$ cat config.mk
export PLATFORM = sky130hd
export DESIGN_NAME = clerr_flags
export DESIGN_NICKNAME = d
export VERILOG_FILES = /design/src/pkg/clerr_pkg.sv /design/src/rtl/clerr_flags.sv /design/src/rtl/clerr_axil_slave.sv /design/src/rtl/clerr_state_track.sv
export SDC_FILE = /design/constraint.sdc
export NUM_CORES = 1
export LEC_CHECK = 0
export BUFFER_PORTS_ARGS = -buffer_cell sky130_fd_sc_hd__buf_2
export CORE_UTILIZATION = 40
export CTS_CLUSTER_DIAMETER = 200
export DETAILED_ROUTE_END_ITERATION = 7
export GPL_ROUTABILITY_DRIVEN = 0
export PLACE_DENSITY = 0.68
export SLEW_MARGIN = 20
export SYNTH_ARGS = -nofsm -noshare
export SYNTH_HDL_FRONTEND = slang
export SYNTH_HIERARCHICAL = 1
export SYNTH_SLANG_ARGS = --single-unit
$ cat constraint.sdc
create_clock -name aclk -period 2.66 [get_ports aclk]
set_clock_uncertainty 0.2 [all_clocks]
set_input_delay 0.532 -clock aclk [delete_from_list [all_inputs] [get_ports aclk]]
set_output_delay 0.532 -clock aclk [all_outputs]
set_load 0.01 [all_outputs]
$ cat src/pkg/clerr_pkg.sv
// clerr_pkg: register map, flag positions, link states and event carriers for
// the contactless error/status register bank.
// assumes a 32-bit AXI4-Lite register bus with one aligned word per register.
package clerr_pkg;

	// register indices; byte address is four times the index
	localparam int ERR_IDX  = 'h0a;
	localparam int STAT_IDX = 'h0b;
	localparam int COLL_IDX = 'h0d;
	localparam int CTRL_IDX = 'h10;

	// error register bit positions
	localparam int ERR_NVM_BIT   = 7;
	localparam int ERR_WRCF_BIT  = 6;
	localparam int ERR_OVFL_BIT  = 5;
	localparam int ERR_SHORT_BIT = 4;
	localparam int ERR_NODAT_BIT = 3;
	localparam int ERR_COLL_BIT  = 2;
	localparam int ERR_PROT_BIT  = 1;
	localparam int ERR_INTEG_BIT = 0;

	// flags that raise the error event request
	localparam logic [7:0] ERR_REQ_MASK = 8'h6b;
	// flags cleared at receive start
	localparam logic [7:0] ERR_RX_MASK  = 8'h17;

	// control register bit positions and reset value
	localparam int         CTRL_MULTI_BIT = 0;
	localparam int         CTRL_CINT_BIT  = 1;
	localparam int         CTRL_EMD_BIT   = 2;
	localparam int         CTRL_W         = 3;
	localparam logic [2:0] CTRL_RESET     = 3'h0;
	localparam logic [7:0] ERR_RESET      = 8'h00;

	// frame length limits and collision position range
	localparam int MIN_FRAME_BITS = 4;
	localparam int EMD_MIN_BYTES  = 3;
	localparam int COLL_POS_BITS  = 64;
	localparam int BIT_CNT_W      = 10;

	// axi responses
	localparam logic [1:0] RESP_OKAY   = 2'h0;
	localparam logic [1:0] RESP_SLVERR = 2'h2;

	// transmitter/receiver state codes
	typedef enum logic [2:0] {
		ST_IDLE      = 3'b000,
		ST_TX_WAIT   = 3'b001,
		ST_TX_ACT    = 3'b011,
		ST_RX_WAIT   = 3'b101,
		ST_WAIT_DATA = 3'b110,
		ST_RECV      = 3'b111
	} clerr_state_t;

	// contactless command kinds
	typedef enum logic [1:0] {
		CMD_OTHER = 2'b00,
		CMD_TX    = 2'b01,
		CMD_RX    = 2'b10,
		CMD_TRX   = 2'b11
	} clerr_cmd_t;

	// events from the command engine, fifo and receive decoder
	typedef struct packed {
		logic       cmd_start;
		clerr_cmd_t cmd_kind;
		logic       cmd_stop;
		logic       auth_active;
		logic       nvm_done;
		logic       nvm_fail;
		logic       fifo_wr;
		logic       fifo_full;
		logic       fifo_empty;
		logic       tx_crc_active;
		logic       tx_go;
		logic       tx_need_data;
		logic       tx_done;
		logic       rx_go;
		logic       rx_sof;
		logic       rx_bit;
		logic       rx_byte;
		logic       rx_coll;
		logic       rx_coll_eof;
		logic       rx_stop_err;
		logic       rx_sof_err;
		logic       rx_len_err;
		logic       rx_parity_err;
		logic       rx_crc_err;
		logic       rx_end;
		logic       err_to_fifo;
	} clerr_evt_t;

endpackage

$ cat src/rtl/clerr_flags.sv
// clerr_flags: contactless error flags, link state code and collision position,
// readable over AXI4-Lite, plus the error event request and fifo/receive gating.
// assumes the event struct is synchronous to aclk and its strobes are pulses.
//
// Functional notes
// - error bit 7 reflects failure of the most recent nonvolatile-memory command
// - bit 6 sets on fifo write during crc, receive phases or authentication
// - bit 6 clears at command start, or after error flags reach fifo in multi-frame
// - fifo write while full sets bit 5; later writes are discarded
// - bit 4 sets when fewer than four data bits follow a valid start-of-frame
// - short frames are dropped silently, decoder stays armed; emd extends this to 3 bytes
// - bits 4,2,1,0 clear at receive start or transceive entering wait-for-data
// - bit 3 sets when transmission needs data and the fifo is empty
// - bit 2 sets on collision; first collision position is recorded
// - a collision inside the end-of-frame symbol does not set bit 2
// - bit 1 sets on bad stop bit, start-of-frame or byte count; reception stops
// - on a protocol error the last received byte is not stored
// - bit 0 sets on parity or crc mismatch; reception continues
// - with collision-as-integrity set, a collision also sets bit 0
// - status bits 2..0 report the link state code, upper bits read zero
// - error event request rises when bits 6,5,3,1 or 0 become set
// - collision position counts data bits of the frame from zero
//
// The AXI4-Lite interface to the registers was chosen for this implementation.
`timescale 1ns/1ps
module clerr_flags
	import clerr_pkg::*;
#(
	parameter int ADDR_W     = 8,
	parameter int MIN_BITS   = MIN_FRAME_BITS,
	parameter int EMD_BYTES  = EMD_MIN_BYTES
)
(
	// clock and reset
	input  wire logic              aclk,
	input  wire logic              aresetn,
	// axi4-lite register bus
	input  wire logic [ADDR_W-1:0] s_axi_awaddr,
	input  wire logic              s_axi_awvalid,
	output logic                   s_axi_awready,
	input  wire logic [31:0]       s_axi_wdata,
	input  wire logic [3:0]        s_axi_wstrb,
	input  wire logic              s_axi_wvalid,
	output logic                   s_axi_wready,
	output logic [1:0]             s_axi_bresp,
	output logic                   s_axi_bvalid,
	input  wire logic              s_axi_bready,
	input  wire logic [ADDR_W-1:0] s_axi_araddr,
	input  wire logic              s_axi_arvalid,
	output logic                   s_axi_arready,
	output logic [31:0]            s_axi_rdata,
	output logic [1:0]             s_axi_rresp,
	output logic                   s_axi_rvalid,
	input  wire logic              s_axi_rready,
	// events from the contactless path
	input  wire clerr_evt_t        evt,
	// results to the device
	output logic [7:0]             link_error_flags,
	output clerr_state_t           link_state_code,
	output logic                   error_event_request,
	output logic                   receive_done_event,
	output logic                   fifo_write_allow,
	output logic                   byte_store,
	output logic                   rx_halt
);

	if (MIN_BITS < 1 || EMD_BYTES < 1 || EMD_BYTES * 8 >= (1 << BIT_CNT_W))
		$error("clerr_flags: frame length limits out of range");

	logic                 wr_en;
	logic [ADDR_W-1:0]    wr_addr;
	logic [31:0]          wr_data;
	logic [3:0]           wr_strb;
	logic                 wr_hit;
	logic [31:0]          rd_data;
	logic                 rd_hit;
	logic [CTRL_W-1:0]    ctrl_r;
	logic [7:0]           flags_nxt;
	logic [7:0]           set_v;
	logic [7:0]           clr_v;
	logic [BIT_CNT_W-1:0] bitcnt_r;
	logic [6:0]           coll_pos_r;
	logic                 coll_valid_r;
	logic                 coll_seen_r;
	logic                 pend_r;
	logic                 enter_wd;
	logic                 in_rx;
	logic                 recv;
	logic                 coll_hit;
	logic                 prot;
	logic                 end_now;
	logic                 short_now;
	logic                 drop;
	logic                 frame_ok;
	logic                 rx_clr;
	logic                 byte_in;
	logic                 store_now;

	// bus slave
	clerr_axil_slave #(
		.ADDR_W (ADDR_W)
	) u_bus (
		.aclk          (aclk),
		.aresetn       (aresetn),
		.s_axi_awaddr  (s_axi_awaddr),
		.s_axi_awvalid (s_axi_awvalid),
		.s_axi_awready (s_axi_awready),
		.s_axi_wdata   (s_axi_wdata),
		.s_axi_wstrb   (s_axi_wstrb),
		.s_axi_wvalid  (s_axi_wvalid),
		.s_axi_wready  (s_axi_wready),
		.s_axi_bresp   (s_axi_bresp),
		.s_axi_bvalid  (s_axi_bvalid),
		.s_axi_bready  (s_axi_bready),
		.s_axi_araddr  (s_axi_araddr),
		.s_axi_arvalid (s_axi_arvalid),
		.s_axi_arready (s_axi_arready),
		.s_axi_rdata   (s_axi_rdata),
		.s_axi_rresp   (s_axi_rresp),
		.s_axi_rvalid  (s_axi_rvalid),
		.s_axi_rready  (s_axi_rready),
		.wr_en         (wr_en),
		.wr_addr       (wr_addr),
		.wr_data       (wr_data),
		.wr_strb       (wr_strb),
		.wr_hit        (wr_hit),
		.rd_data       (rd_data),
		.rd_hit        (rd_hit)
	);

	// link state machine
	clerr_state_track u_state (
		.aclk                (aclk),
		.aresetn             (aresetn),
		.evt                 (evt),
		.multi_frame_receive (ctrl_r[CTRL_MULTI_BIT]),
		.frame_ok            (frame_ok),
		.frame_drop          (drop),
		.rx_halt             (prot),
		.state_r             (link_state_code),
		.trx_r               (),
		.enter_wait_data     (enter_wd)
	);

	// register decode; error, status and collision words are read-only
	function automatic logic [32:0] decode(input logic [ADDR_W-1:0] a);
		logic [32:0] r;
		r = 33'h0;
		if (a[ADDR_W-1:2] == (ADDR_W-2)'(ERR_IDX))
			r = {1'b1, 24'h0, link_error_flags};
		else if (a[ADDR_W-1:2] == (ADDR_W-2)'(STAT_IDX))
			r = {1'b1, 29'h0, link_state_code};
		else if (a[ADDR_W-1:2] == (ADDR_W-2)'(COLL_IDX))
			r = {1'b1, 24'h0, coll_valid_r, coll_pos_r};
		else if (a[ADDR_W-1:2] == (ADDR_W-2)'(CTRL_IDX))
			r = {1'b1, 29'h0, ctrl_r};
		return r;
	endfunction

	assign {rd_hit, rd_data} = decode(s_axi_araddr);
	assign wr_hit = decode(wr_addr) >> 32 != 33'h0;

	// control register: multi-frame, collision-as-integrity, emd suppression
	always_ff @(posedge aclk)
	begin
		if (!aresetn)
			ctrl_r <= CTRL_RESET;
		else if (wr_en && wr_strb[0] && wr_addr[ADDR_W-1:2] == (ADDR_W-2)'(CTRL_IDX))
			ctrl_r <= wr_data[CTRL_W-1:0];
	end

	// receive-path qualifiers
	assign recv      = link_state_code == ST_RECV;
	assign in_rx     = recv || link_state_code == ST_WAIT_DATA;
	assign coll_hit  = recv && evt.rx_coll && !evt.rx_coll_eof;
	assign prot      = in_rx && (evt.rx_stop_err || evt.rx_sof_err || evt.rx_len_err);
	assign end_now   = recv && evt.rx_end && !prot;
	assign short_now = end_now && bitcnt_r < BIT_CNT_W'(MIN_BITS);
	assign drop      = short_now || (end_now && ctrl_r[CTRL_EMD_BIT]
		&& bitcnt_r < BIT_CNT_W'(EMD_BYTES * 8));
	assign frame_ok  = end_now && !drop;
	assign rx_clr    = (evt.cmd_start && evt.cmd_kind == CMD_RX) || enter_wd;
	assign byte_in   = recv && evt.rx_byte;
	assign store_now = pend_r && !prot && (byte_in || frame_ok);

	// flag set terms
	always_comb
	begin
		set_v = 8'h00;
		set_v[ERR_NVM_BIT]   = evt.nvm_done && evt.nvm_fail;
		set_v[ERR_WRCF_BIT]  = evt.fifo_wr && (evt.tx_crc_active || evt.auth_active
			|| in_rx || link_state_code == ST_RX_WAIT);
		set_v[ERR_OVFL_BIT]  = evt.fifo_wr && evt.fifo_full;
		set_v[ERR_SHORT_BIT] = short_now;
		set_v[ERR_NODAT_BIT] = evt.tx_need_data && evt.fifo_empty;
		set_v[ERR_COLL_BIT]  = coll_hit;
		set_v[ERR_PROT_BIT]  = prot;
		set_v[ERR_INTEG_BIT] = (recv && (evt.rx_parity_err || evt.rx_crc_err))
			|| (coll_hit && ctrl_r[CTRL_CINT_BIT]);
	end

	// flag clear terms; a set in the same cycle wins
	always_comb
	begin
		clr_v = rx_clr ? ERR_RX_MASK : 8'h00;
		clr_v[ERR_NVM_BIT]   = evt.nvm_done && !evt.nvm_fail;
		clr_v[ERR_WRCF_BIT]  = ctrl_r[CTRL_MULTI_BIT] ? evt.err_to_fifo
			: evt.cmd_start;
		clr_v[ERR_OVFL_BIT]  = evt.cmd_start;
		clr_v[ERR_NODAT_BIT] = evt.cmd_start;
	end

	assign flags_nxt = (link_error_flags & ~clr_v) | set_v;

	// error flags and the flag-derived outputs
	always_ff @(posedge aclk)
	begin
		if (!aresetn)
		begin
			link_error_flags    <= ERR_RESET;
			error_event_request <= 1'b0;
			fifo_write_allow    <= 1'b1;
		end
		else
		begin
			link_error_flags    <= flags_nxt;
			error_event_request <= |(set_v & ~link_error_flags & ERR_REQ_MASK);
			fifo_write_allow    <= !flags_nxt[ERR_OVFL_BIT];
		end
	end

	// data-bit count of the current frame, saturating
	always_ff @(posedge aclk)
	begin
		if (!aresetn)
			bitcnt_r <= '0;
		else if (evt.rx_sof && link_state_code == ST_WAIT_DATA)
			bitcnt_r <= '0;
		else if (recv && evt.rx_bit && bitcnt_r != '1)
			bitcnt_r <= bitcnt_r + 1'b1;
	end

	// first collision position; only the first 64 data bits are representable
	always_ff @(posedge aclk)
	begin
		if (!aresetn)
		begin
			coll_seen_r  <= 1'b0;
			coll_pos_r   <= 7'h00;
			coll_valid_r <= 1'b0;
		end
		else if (coll_hit && !coll_seen_r)
		begin
			coll_seen_r  <= 1'b1;
			coll_pos_r   <= bitcnt_r[6:0];
			coll_valid_r <= bitcnt_r < BIT_CNT_W'(COLL_POS_BITS);
		end
		else if (rx_clr || (evt.rx_sof && link_state_code == ST_WAIT_DATA))
		begin
			coll_seen_r  <= 1'b0;
			coll_pos_r   <= 7'h00;
			coll_valid_r <= 1'b0;
		end
	end

	// one byte is held back until the next byte or a clean frame end
	always_ff @(posedge aclk)
	begin
		if (!aresetn)
			pend_r <= 1'b0;
		else if (prot || drop || (evt.rx_sof && link_state_code == ST_WAIT_DATA))
			pend_r <= 1'b0;
		else if (byte_in)
			pend_r <= 1'b1;
		else if (frame_ok)
			pend_r <= 1'b0;
	end

	// receive-side strobes
	always_ff @(posedge aclk)
	begin
		if (!aresetn)
		begin
			receive_done_event <= 1'b0;
			byte_store         <= 1'b0;
			rx_halt            <= 1'b0;
		end
		else
		begin
			receive_done_event <= frame_ok;
			byte_store         <= store_now;
			rx_halt            <= prot;
		end
	end

	// checks
	property p_nvm;
		@(posedge aclk) disable iff (!aresetn)
		evt.nvm_done && evt.nvm_fail |=> link_error_flags[7];
	endproperty
	a_nvm: assert property (p_nvm) else $error("nvm error flag not set");

	property p_wrcf;
		@(posedge aclk) disable iff (!aresetn)
		evt.fifo_wr && link_state_code inside {ST_RX_WAIT, ST_WAIT_DATA, ST_RECV}
		|=> link_error_flags[6] && error_event_request | $past(link_error_flags[6]);
	endproperty
	a_wrcf: assert property (p_wrcf) else $error("write conflict not flagged");

	property p_wrcf_clr;
		@(posedge aclk) disable iff (!aresetn)
		evt.cmd_start && !ctrl_r[0] && !evt.fifo_wr && !evt.tx_crc_active
		&& !evt.auth_active && !in_rx && link_state_code != ST_RX_WAIT
		|=> !link_error_flags[6];
	endproperty
	a_wrcf_clr: assert property (p_wrcf_clr) else $error("write conflict not cleared");

	property p_ovfl;
		@(posedge aclk) disable iff (!aresetn)
		evt.fifo_wr && evt.fifo_full |=> link_error_flags[5] && !fifo_write_allow;
	endproperty
	a_ovfl: assert property (p_ovfl) else $error("overflow not blocking writes");

	property p_short;
		@(posedge aclk) disable iff (!aresetn)
		recv && evt.rx_end && !prot && bitcnt_r < BIT_CNT_W'(MIN_BITS)
			&& !evt.cmd_start && !evt.cmd_stop
		|=> link_error_flags[4] && !receive_done_event && link_state_code == ST_WAIT_DATA;
	endproperty
	a_short: assert property (p_short) else $error("short frame mishandled");

	property p_rxclr;
		@(posedge aclk) disable iff (!aresetn)
		evt.cmd_start && evt.cmd_kind == CMD_RX && !recv |=> (link_error_flags & 8'h17) == 8'h00;
	endproperty
	a_rxclr: assert property (p_rxclr) else $error("receive flags not cleared");

	property p_nodata;
		@(posedge aclk) disable iff (!aresetn)
		evt.tx_need_data && evt.fifo_empty |=> link_error_flags[3];
	endproperty
	a_nodata: assert property (p_nodata) else $error("empty transmit not flagged");

	property p_coll_eof;
		@(posedge aclk) disable iff (!aresetn)
		evt.rx_coll && evt.rx_coll_eof && !link_error_flags[2] |=> !link_error_flags[2];
	endproperty
	a_coll_eof: assert property (p_coll_eof) else $error("eof collision flagged");

	property p_prot;
		@(posedge aclk) disable iff (!aresetn)
		prot |=> link_error_flags[1] && rx_halt && !byte_store
			&& link_state_code != ST_RECV;
	endproperty
	a_prot: assert property (p_prot) else $error("protocol error not handled");

	property p_integ;
		@(posedge aclk) disable iff (!aresetn)
		recv && evt.rx_parity_err || coll_hit && ctrl_r[1] |=> link_error_flags[0];
	endproperty
	a_integ: assert property (p_integ) else $error("integrity error not flagged");

	property p_state_code;
		@(posedge aclk) disable iff (!aresetn)
		link_state_code != 3'h4;
	endproperty
	a_state_code: assert property (p_state_code) else $error("unused state code");

	property p_req;
		@(posedge aclk) disable iff (!aresetn)
		$rose(link_error_flags[0]) || $rose(link_error_flags[1]) |-> error_event_request;
	endproperty
	a_req: assert property (p_req) else $error("error request missing");

endmodule

$ cat src/rtl/clerr_axil_slave.sv
// clerr_axil_slave: one-outstanding AXI4-Lite slave for the register bank.
// assumes the owner decodes addresses combinationally and answers hit flags.
`timescale 1ns/1ps
module clerr_axil_slave
	import clerr_pkg::*;
#(
	parameter int ADDR_W = 8
)
(
	// clock and reset
	input  wire logic              aclk,
	input  wire logic              aresetn,
	// axi4-lite
	input  wire logic [ADDR_W-1:0] s_axi_awaddr,
	input  wire logic              s_axi_awvalid,
	output logic                   s_axi_awready,
	input  wire logic [31:0]       s_axi_wdata,
	input  wire logic [3:0]        s_axi_wstrb,
	input  wire logic              s_axi_wvalid,
	output logic                   s_axi_wready,
	output logic [1:0]             s_axi_bresp,
	output logic                   s_axi_bvalid,
	input  wire logic              s_axi_bready,
	input  wire logic [ADDR_W-1:0] s_axi_araddr,
	input  wire logic              s_axi_arvalid,
	output logic                   s_axi_arready,
	output logic [31:0]            s_axi_rdata,
	output logic [1:0]             s_axi_rresp,
	output logic                   s_axi_rvalid,
	input  wire logic              s_axi_rready,
	// register side
	output logic                   wr_en,
	output logic [ADDR_W-1:0]      wr_addr,
	output logic [31:0]            wr_data,
	output logic [3:0]             wr_strb,
	input  wire logic              wr_hit,
	input  wire logic [31:0]       rd_data,
	input  wire logic              rd_hit
);

	if (ADDR_W < 8 || ADDR_W > 32) $error("clerr_axil_slave: ADDR_W must be 8..32");

	logic aw_full_r;
	logic w_full_r;

	// write strobe fires once both halves are held and no response is pending
	assign wr_en = aw_full_r & w_full_r & ~s_axi_bvalid;

	// write address and data capture, in either order
	always_ff @(posedge aclk)
	begin
		if (!aresetn)
		begin
			aw_full_r     <= 1'b0;
			w_full_r      <= 1'b0;
			s_axi_awready <= 1'b1;
			s_axi_wready  <= 1'b1;
			wr_addr       <= '0;
			wr_data       <= 32'h0;
			wr_strb       <= 4'h0;
		end
		else
		begin
			if (s_axi_awvalid && s_axi_awready)
			begin
				aw_full_r     <= 1'b1;
				s_axi_awready <= 1'b0;
				wr_addr       <= s_axi_awaddr;
			end
			if (s_axi_wvalid && s_axi_wready)
			begin
				w_full_r     <= 1'b1;
				s_axi_wready <= 1'b0;
				wr_data      <= s_axi_wdata;
				wr_strb      <= s_axi_wstrb;
			end
			if (wr_en)
			begin
				aw_full_r <= 1'b0;
				w_full_r  <= 1'b0;
			end
			if (s_axi_bvalid && s_axi_bready)
			begin
				s_axi_awready <= 1'b1;
				s_axi_wready  <= 1'b1;
			end
		end
	end

	// write response
	always_ff @(posedge aclk)
	begin
		if (!aresetn)
		begin
			s_axi_bvalid <= 1'b0;
			s_axi_bresp  <= RESP_OKAY;
		end
		else if (wr_en)
		begin
			s_axi_bvalid <= 1'b1;
			s_axi_bresp  <= wr_hit ? RESP_OKAY : RESP_SLVERR;
		end
		else if (s_axi_bready)
			s_axi_bvalid <= 1'b0;
	end

	// read channel: data latched at the address handshake
	always_ff @(posedge aclk)
	begin
		if (!aresetn)
		begin
			s_axi_arready <= 1'b1;
			s_axi_rvalid  <= 1'b0;
			s_axi_rdata   <= 32'h0;
			s_axi_rresp   <= RESP_OKAY;
		end
		else if (s_axi_arvalid && s_axi_arready)
		begin
			s_axi_arready <= 1'b0;
			s_axi_rvalid  <= 1'b1;
			s_axi_rdata   <= rd_hit ? rd_data : 32'h0;
			s_axi_rresp   <= rd_hit ? RESP_OKAY : RESP_SLVERR;
		end
		else if (s_axi_rvalid && s_axi_rready)
		begin
			s_axi_rvalid  <= 1'b0;
			s_axi_arready <= 1'b1;
		end
	end

endmodule

$ cat src/rtl/clerr_state_track.sv
// clerr_state_track: transmitter/receiver state machine mirrored as a state code.
// assumes command and phase events are single-cycle pulses from the engine.
`timescale 1ns/1ps
module clerr_state_track
	import clerr_pkg::*;
(
	// clock and reset
	input  wire logic         aclk,
	input  wire logic         aresetn,
	// phase events
	input  wire clerr_evt_t   evt,
	input  wire logic         multi_frame_receive,
	input  wire logic         frame_ok,
	input  wire logic         frame_drop,
	input  wire logic         rx_halt,
	// state
	output clerr_state_t      state_r,
	output logic              trx_r,
	output logic              enter_wait_data
);

	clerr_state_t state_nxt;
	logic         trx_nxt;

	// next state; stop wins, then a new command, then phase progress
	always_comb
	begin
		state_nxt = state_r;
		trx_nxt   = trx_r;
		if (evt.cmd_stop)
			state_nxt = ST_IDLE;
		else if (evt.cmd_start)
		begin
			trx_nxt = (evt.cmd_kind == CMD_TRX);
			if (evt.cmd_kind == CMD_TX || evt.cmd_kind == CMD_TRX)
				state_nxt = ST_TX_WAIT;
			else if (evt.cmd_kind == CMD_RX)
				state_nxt = ST_RX_WAIT;
			else
				state_nxt = ST_IDLE;
		end
		else
		begin
			unique case (state_r)
				ST_IDLE:      state_nxt = ST_IDLE;
				ST_TX_WAIT:   if (evt.tx_go) state_nxt = ST_TX_ACT;
				ST_TX_ACT:    if (evt.tx_done) state_nxt = trx_r ? ST_RX_WAIT : ST_IDLE;
				ST_RX_WAIT:   if (evt.rx_go) state_nxt = ST_WAIT_DATA;
				ST_WAIT_DATA:
				begin
					if (rx_halt)
						state_nxt = ST_IDLE;
					else if (evt.rx_sof)
						state_nxt = ST_RECV;
				end
				ST_RECV:
				begin
					if (rx_halt)
						state_nxt = ST_IDLE;
					else if (frame_drop)
						state_nxt = ST_WAIT_DATA;
					else if (frame_ok)
						state_nxt = multi_frame_receive ? ST_WAIT_DATA : ST_IDLE;
				end
				default:      state_nxt = ST_IDLE;
			endcase
		end
	end

	// receive phase of a transceive begins on the step out of receive-wait
	assign enter_wait_data = trx_r && state_r == ST_RX_WAIT && state_nxt == ST_WAIT_DATA;

	// state register, idle after reset
	always_ff @(posedge aclk)
	begin
		if (!aresetn)
		begin
			state_r <= ST_IDLE;
			trx_r   <= 1'b0;
		end
		else
		begin
			state_r <= state_nxt;
			trx_r   <= trx_nxt;
		end
	end

endmodule

Word level (Yosys, flattened, before mapping) --
Cells that the tools add are included.
Operators by class: muxes and demuxes 41, $lt $le $gt $ge 3, bitwise gates (word level) 10, add/subtract/negate cells 1, equality and inequality tests 18, reduce and logical (&&, ||, !) cells 64
Operators with widths (count):
- $mux 33 | 8
- $mux 3 | 14
- $eq 6x4->1 const B | 6
- $logic_and 1x1->1 | 33
- $mux 32 | 1
- $logic_or 1x1->1 | 15
- $pmux 3 s5 | 1
- $mux 7 | 2
- $eq 3x3->1 const B | 4
- $eq 6x5->1 const B | 2
- $mux 1 | 12
- $add 10x1->10 const B | 1
- $lt 10x3->1 const B | 1
- $lt 10x5->1 const B | 1
- $lt 10x7->1 const B | 1
- $ne 10x10->1 const B | 1
- $and 8x8->8 | 1
- $not 8->8 | 1
- $or 8x8->8 | 1
- $reduce_bool 2->1 | 4
- $reduce_or 2->1 | 4
- $and 7x7->7 | 1
- $not 7->7 | 1
- $logic_not 1->1 | 6
- other kinds (10) | 15
Word-level totals: input port bits 86, register bits 95, output and inout port bits 57

Longest topological paths before layout --
depth in word-level cells 24, depth in mapped cells 9, gate-level depth less buffers 9

By module --
Netlist, hierarchy kept.
By module, submodules not included:
- clerr_axil_slave | times used 1, area an instance 3527.1 sq um, cells an instance 372
- clerr_flags | times used 1, area an instance 1824.2 sq um, cells an instance 211
- clerr_state_track | times used 1, area an instance 312.8 sq um, cells an instance 37

Least setup slack after synthesis --
Ideal clock, no wire load.
path kind reg-to-reg, start reg u_state.state_r[1], end reg coll_pos_r[5], buffers on the path 0, required time 2394 ps, stages on the path, launching flop included 10, path slack 153 ps, clock period less this slack 2507 ps, arrival time 2240 ps, cells stage by stage dfxtp_1 > and3_1 > nand3_1 > nor2b_1 > nor4bb_1 > or3_4 > a21oi_1 > nand3b_1 > o2bb2a_1 > nor2_1
On the way: longest elaborated chain between the ends 21
Ends and longest elaborated chain:
- start, declared | RTL line clerr_state_track.sv:17 | output clerr_state_t state_r,
- start signal, assigned | RTL line clerr_state_track.sv:83 | state_r <= state_nxt;
- $eq 3x3->1 (on tied branches) | RTL line clerr_flags.sv:173, clerr_flags.sv:174
- $logic_or 1x1->1 | RTL line clerr_flags.sv:174 | assign in_rx = recv || link_state_code == ST_WAIT_DATA;
- $logic_and 1x1->1 | RTL line clerr_flags.sv:176 | assign prot = in_rx && (evt.rx_stop_err || evt.rx_sof_err || evt.rx_len_err);
- $logic_not 1->1 | RTL line clerr_flags.sv:177 | assign end_now = recv && evt.rx_end && !prot;
- $logic_and 1x1->1 (*) | RTL line clerr_flags.sv:177
- $logic_and 1x1->1 | RTL line clerr_flags.sv:179 | assign drop = short_now || (end_now && ctrl_r[CTRL_EMD_BIT]
- $logic_and 1x1->1 | RTL line clerr_flags.sv:180 | && bitcnt_r < BIT_CNT_W'(EMD_BYTES * 8));
- $logic_or 1x1->1 | RTL line clerr_flags.sv:179
- [2 not listed]
- via frame_ok | RTL line clerr_flags.sv:94 | logic frame_ok;
- [4 not listed]
- $mux 3 (*) | RTL line clerr_state_track.sv:32 | else if (evt.cmd_start)
- $mux 3 (*) | RTL line clerr_state_track.sv:30 | if (evt.cmd_stop)
- $eq 3x3->1 (*) | RTL line clerr_state_track.sv:71 | assign enter_wait_data = trx_r && state_r == ST_RX_WAIT && state_nxt == ST_WAIT_DATA;
- $logic_and 1x1->1 (*) | RTL line clerr_state_track.sv:71
- via enter_wd | RTL line clerr_flags.sv:86 | logic enter_wd;
- $logic_or 1x1->1 (*) | RTL line clerr_flags.sv:182 | assign rx_clr = (evt.cmd_start && evt.cmd_kind == CMD_RX) || enter_wd;
- $logic_or 1x1->1 (*) | RTL line clerr_flags.sv:258 | else if (rx_clr || (evt.rx_sof && link_state_code == ST_WAIT_DATA))
- $reduce_bool 2->1 (no line) (*)
- end signal, assigned | RTL line clerr_flags.sv:255 | coll_pos_r <= bitcnt_r[6:0];
- end, declared | RTL line clerr_flags.sv:82 | logic [6:0] coll_pos_r;
The timed path passes the listed nets; every way through them passes the cells marked *. A chain may end at the register's enable or synchronous reset.

Worst setup path after layout --
start reg bitcnt_r[7], end reg coll_valid_r
On the way: longest elaborated chain between the ends 16
Ends and longest elaborated chain:
- start, declared | RTL line clerr_flags.sv:81 | logic [BIT_CNT_W-1:0] bitcnt_r;
- start signal, assigned | RTL line clerr_flags.sv:240 | bitcnt_r <= bitcnt_r + 1'b1;
- $lt 10x3->1 or $lt 10x5->1 (tied branches) | RTL line clerr_flags.sv:178, clerr_flags.sv:180
- $logic_and 1x1->1 (on tied branches) | RTL line clerr_flags.sv:178, clerr_flags.sv:180
- $logic_or 1x1->1 (*) | RTL line clerr_flags.sv:179
- $logic_not 1->1 (*) | RTL line clerr_flags.sv:181 | assign frame_ok = end_now && !drop;
- $logic_and 1x1->1 (*) | RTL line clerr_flags.sv:181
- via frame_ok | RTL line clerr_flags.sv:94
- $mux 3 (*) | RTL line clerr_state_track.sv:62 | else if (frame_ok)
- $mux 3 (*) | RTL line clerr_state_track.sv:60 | else if (frame_drop)
- [2 not listed]
- $mux 3 (*) | RTL line clerr_state_track.sv:32
- $mux 3 (*) | RTL line clerr_state_track.sv:30
- $eq 3x3->1 (*) | RTL line clerr_state_track.sv:71
- $logic_and 1x1->1 (*) | RTL line clerr_state_track.sv:71
- via enter_wd | RTL line clerr_flags.sv:86
- $logic_or 1x1->1 (*) | RTL line clerr_flags.sv:182
- $logic_or 1x1->1 (*) | RTL line clerr_flags.sv:258
- $reduce_bool 2->1 (no line) (*)
- end signal, assigned | RTL line clerr_flags.sv:256 | coll_valid_r <= bitcnt_r < BIT_CNT_W'(COLL_POS_BITS);
- end, declared | RTL line clerr_flags.sv:83 | logic coll_valid_r;
Marks and branches as above.

==> impl_metrics.tcl <==
set metrics [dict create \
    status "finished, final reports clean" \
    ant_nets 0 \
    p_int_mw 2.04 \
    reg2reg_from "bitcnt_r[7]" \
    area_growth_syn_to_layout_pct 21.7 \
    grt_usage 0.185 \
    fin_crit_sh 0.948 \
    hold_ws_ps 173 \
    num_vias 3880 \
    grt_max_degree 36 \
    pwr-share-seq 0.524 \
    clk_latency_ps 360 \
    pwr-share-comb 0.088 \
    insertedDiodeCount 0 \
    slowest_stage "or3_4" \
    period_needed_ps 2520 \
    critPathBufInv 1 \
    cts_buffers 9 \
    wl_microns 10500 \
    drv_cap 0 \
    clkPwrFrac 0.387 \
    power-per-cell-area_nw_per_um2 496 \
    htreeDepth 3 \
    r2r-end "coll_valid_r" \
    clockBufferDepth 2 \
    drive_above_1_share 0.345 \
    die_w_microns 108 \
    cp.depth 10 \
    crit_required_ps 2720 \
    clk_pin_slew_worst_paths_ps 90 \
    setup_tns_ps 0 \
    drt_iter0_markers 245 \
    power_switching_mw 0.648 \
    finalHoldViolCount 0 \
    p_sw_frac 0.241 \
    first_global_vias 3655 \
    setup_viol 0 \
    slowest_delay_ps 400 \
    num_rows 38 \
    wl_per_cell_microns 13.9 \
    viasPerCell 5.15 \
    start_util 0.411 \
    ios 143 \
    crit_path_end_kind "flop" \
    die-area_sq_um 11600 \
    path_max_fanout 8 \
    rsz0062_at_grt "no" \
    synth_area_sq_um 4450 \
    cp-start-kind "flop" \
    startpoint "bitcnt_r[7]" \
    nets 697 \
    min_path_type "primary input to flop" \
    r2r_cells 10 \
    worst_pin_slew_ps 613 \
    critical_path_arrival_ps 2580 \
    drc_errors 0 \
    crit_end "coll_valid_r" \
    hold_buffers 0 \
    crit_family "simple AND/OR/NAND/NOR gates" \
    final-max-slew-violation-count 0 \
    syn_inst 481 \
    rrSetupSlack_ps 140 \
    ir_worst_vdd_mv 0.279 \
    fmax_mhz 397 \
    yosysWarnings 6 \
    overflow 0 \
    power.leakage_nw 2.23 \
    hpwl_microns 7750 \
    postSynthAreaPerCell_sq_um 9.26 \
    antenna_found_initial 0 \
    ctsRootBufferMaster "clkbuf_8" \
    core_area_sq_um 10800 \
    io_buffers 104 \
    die_y_microns 108 \
    grt_pass1_wl_microns 16900 \
    cts_sinks 91 \
    crit_chain "nor4_2, o211ai_1, nor2b_4, nor4bb_4, or3_4, a21oi_2, nand3b_1, buf_4, nor3b_1, o21a_1" \
    crit_type "flop to flop" \
    cts_tree "done" \
    max_slew_margin 0.590 \
    fin_util 0.500 \
    dr.pass1.iters 4 \
]
[what timing repair did]
item	in CTS	in global routing
buffers inserted	0	1
endpoints found under the setup margin	0	9
resized for setup	0	14
[final cells by class]
cell class | count | area [sq um]
fill | 1065 | 5420
timing repair buffer | 128 | 701
sequential | 91 | 1820
multi-input combinational | 367 | 2450
clock buffer | 10 | 138
tap | 140 | 175
inverter | 13 | 48.8
clock inverter | 5 | 85.1
[worst min-delay path by stage]
stage / startpoint / end / slack, ps / cells past startpoint
global placement: u_bus/s_axi_rdata[19] / u_bus/s_axi_rdata[19] / 240 / 2
floorplan: u_bus/wr_data[0] / u_bus/wr_data[0] / 230 / 2
detailed placement: u_bus/wr_data[0] / u_bus/wr_data[0] / 250 / 2
CTS: s_axi_awvalid / u_bus/s_axi_awready / 150 / 2
finish: s_axi_awvalid / u_bus/s_axi_awready / 170 / 2
global route: s_axi_wvalid / u_bus/s_axi_wready / 190 / 2
[layer usage]
layer  vias to the layer above  wire length (microns)  global-route usage
met5                         -                      0                   0
met4                         0                    179              0.0890
met3                        17                    526              0.0381
met2                       113                   5060               0.301
met1                      1813                   4720               0.233
li1                       1937                      -                   -
[through the flow]
step | cells | instance area [sq um] | power [mW] | worst slack, ps
global route | 754 | 5420 | 2.81 | 1.42
finish | 754 | 5420 | 2.69 | 138
CTS | 753 | 5350 | 2.73 | 49.4
global placement | 738 | 5130 | 1.67 | -92.0
floorplan | 505 | 4540 | 1.62 | 153
detailed placement | 738 | 5130 | 1.68 | -174
[flip-flops by register name, summed over array words and instances, names as in the netlist, 3 cells and up, named ones only]
name	count
u_state/state_r	3
link_error_flags	7
ctrl_r	3
u_bus/wr_data	3
coll_pos_r	7
u_bus/s_axi_rdata	32
bitcnt_r	10
u_bus/wr_addr	6
[power groups by stage]
stage	Clock, mW	Combinational (mW)	Sequential [mW]
final	1.04	0.237	1.41
after global routing	1.13	0.264	1.42
after CTS	1.08	0.236	1.41
after detailed placement	0	0.235	1.44
after global placement	0	0.231	1.44
after floorplan	0	0.172	1.45
[cell usage in the layout, fill, tap and decap left out, types with 9 or more instances in the layout]
cell type	n
buf_2	104
dfxtp_1	90
nand2_1	70
nor2_1	29
a21boi_2	27
conb_1	26
buf_4	24
nand3_2	20
nand3_1	17
o21ai_0	16
a21oi_1	15
inv_1	12
a21boi_0	12
clkbuf_8	10
mux2i_1	9
No activity file was read; power rests on OpenSTA's default activity.
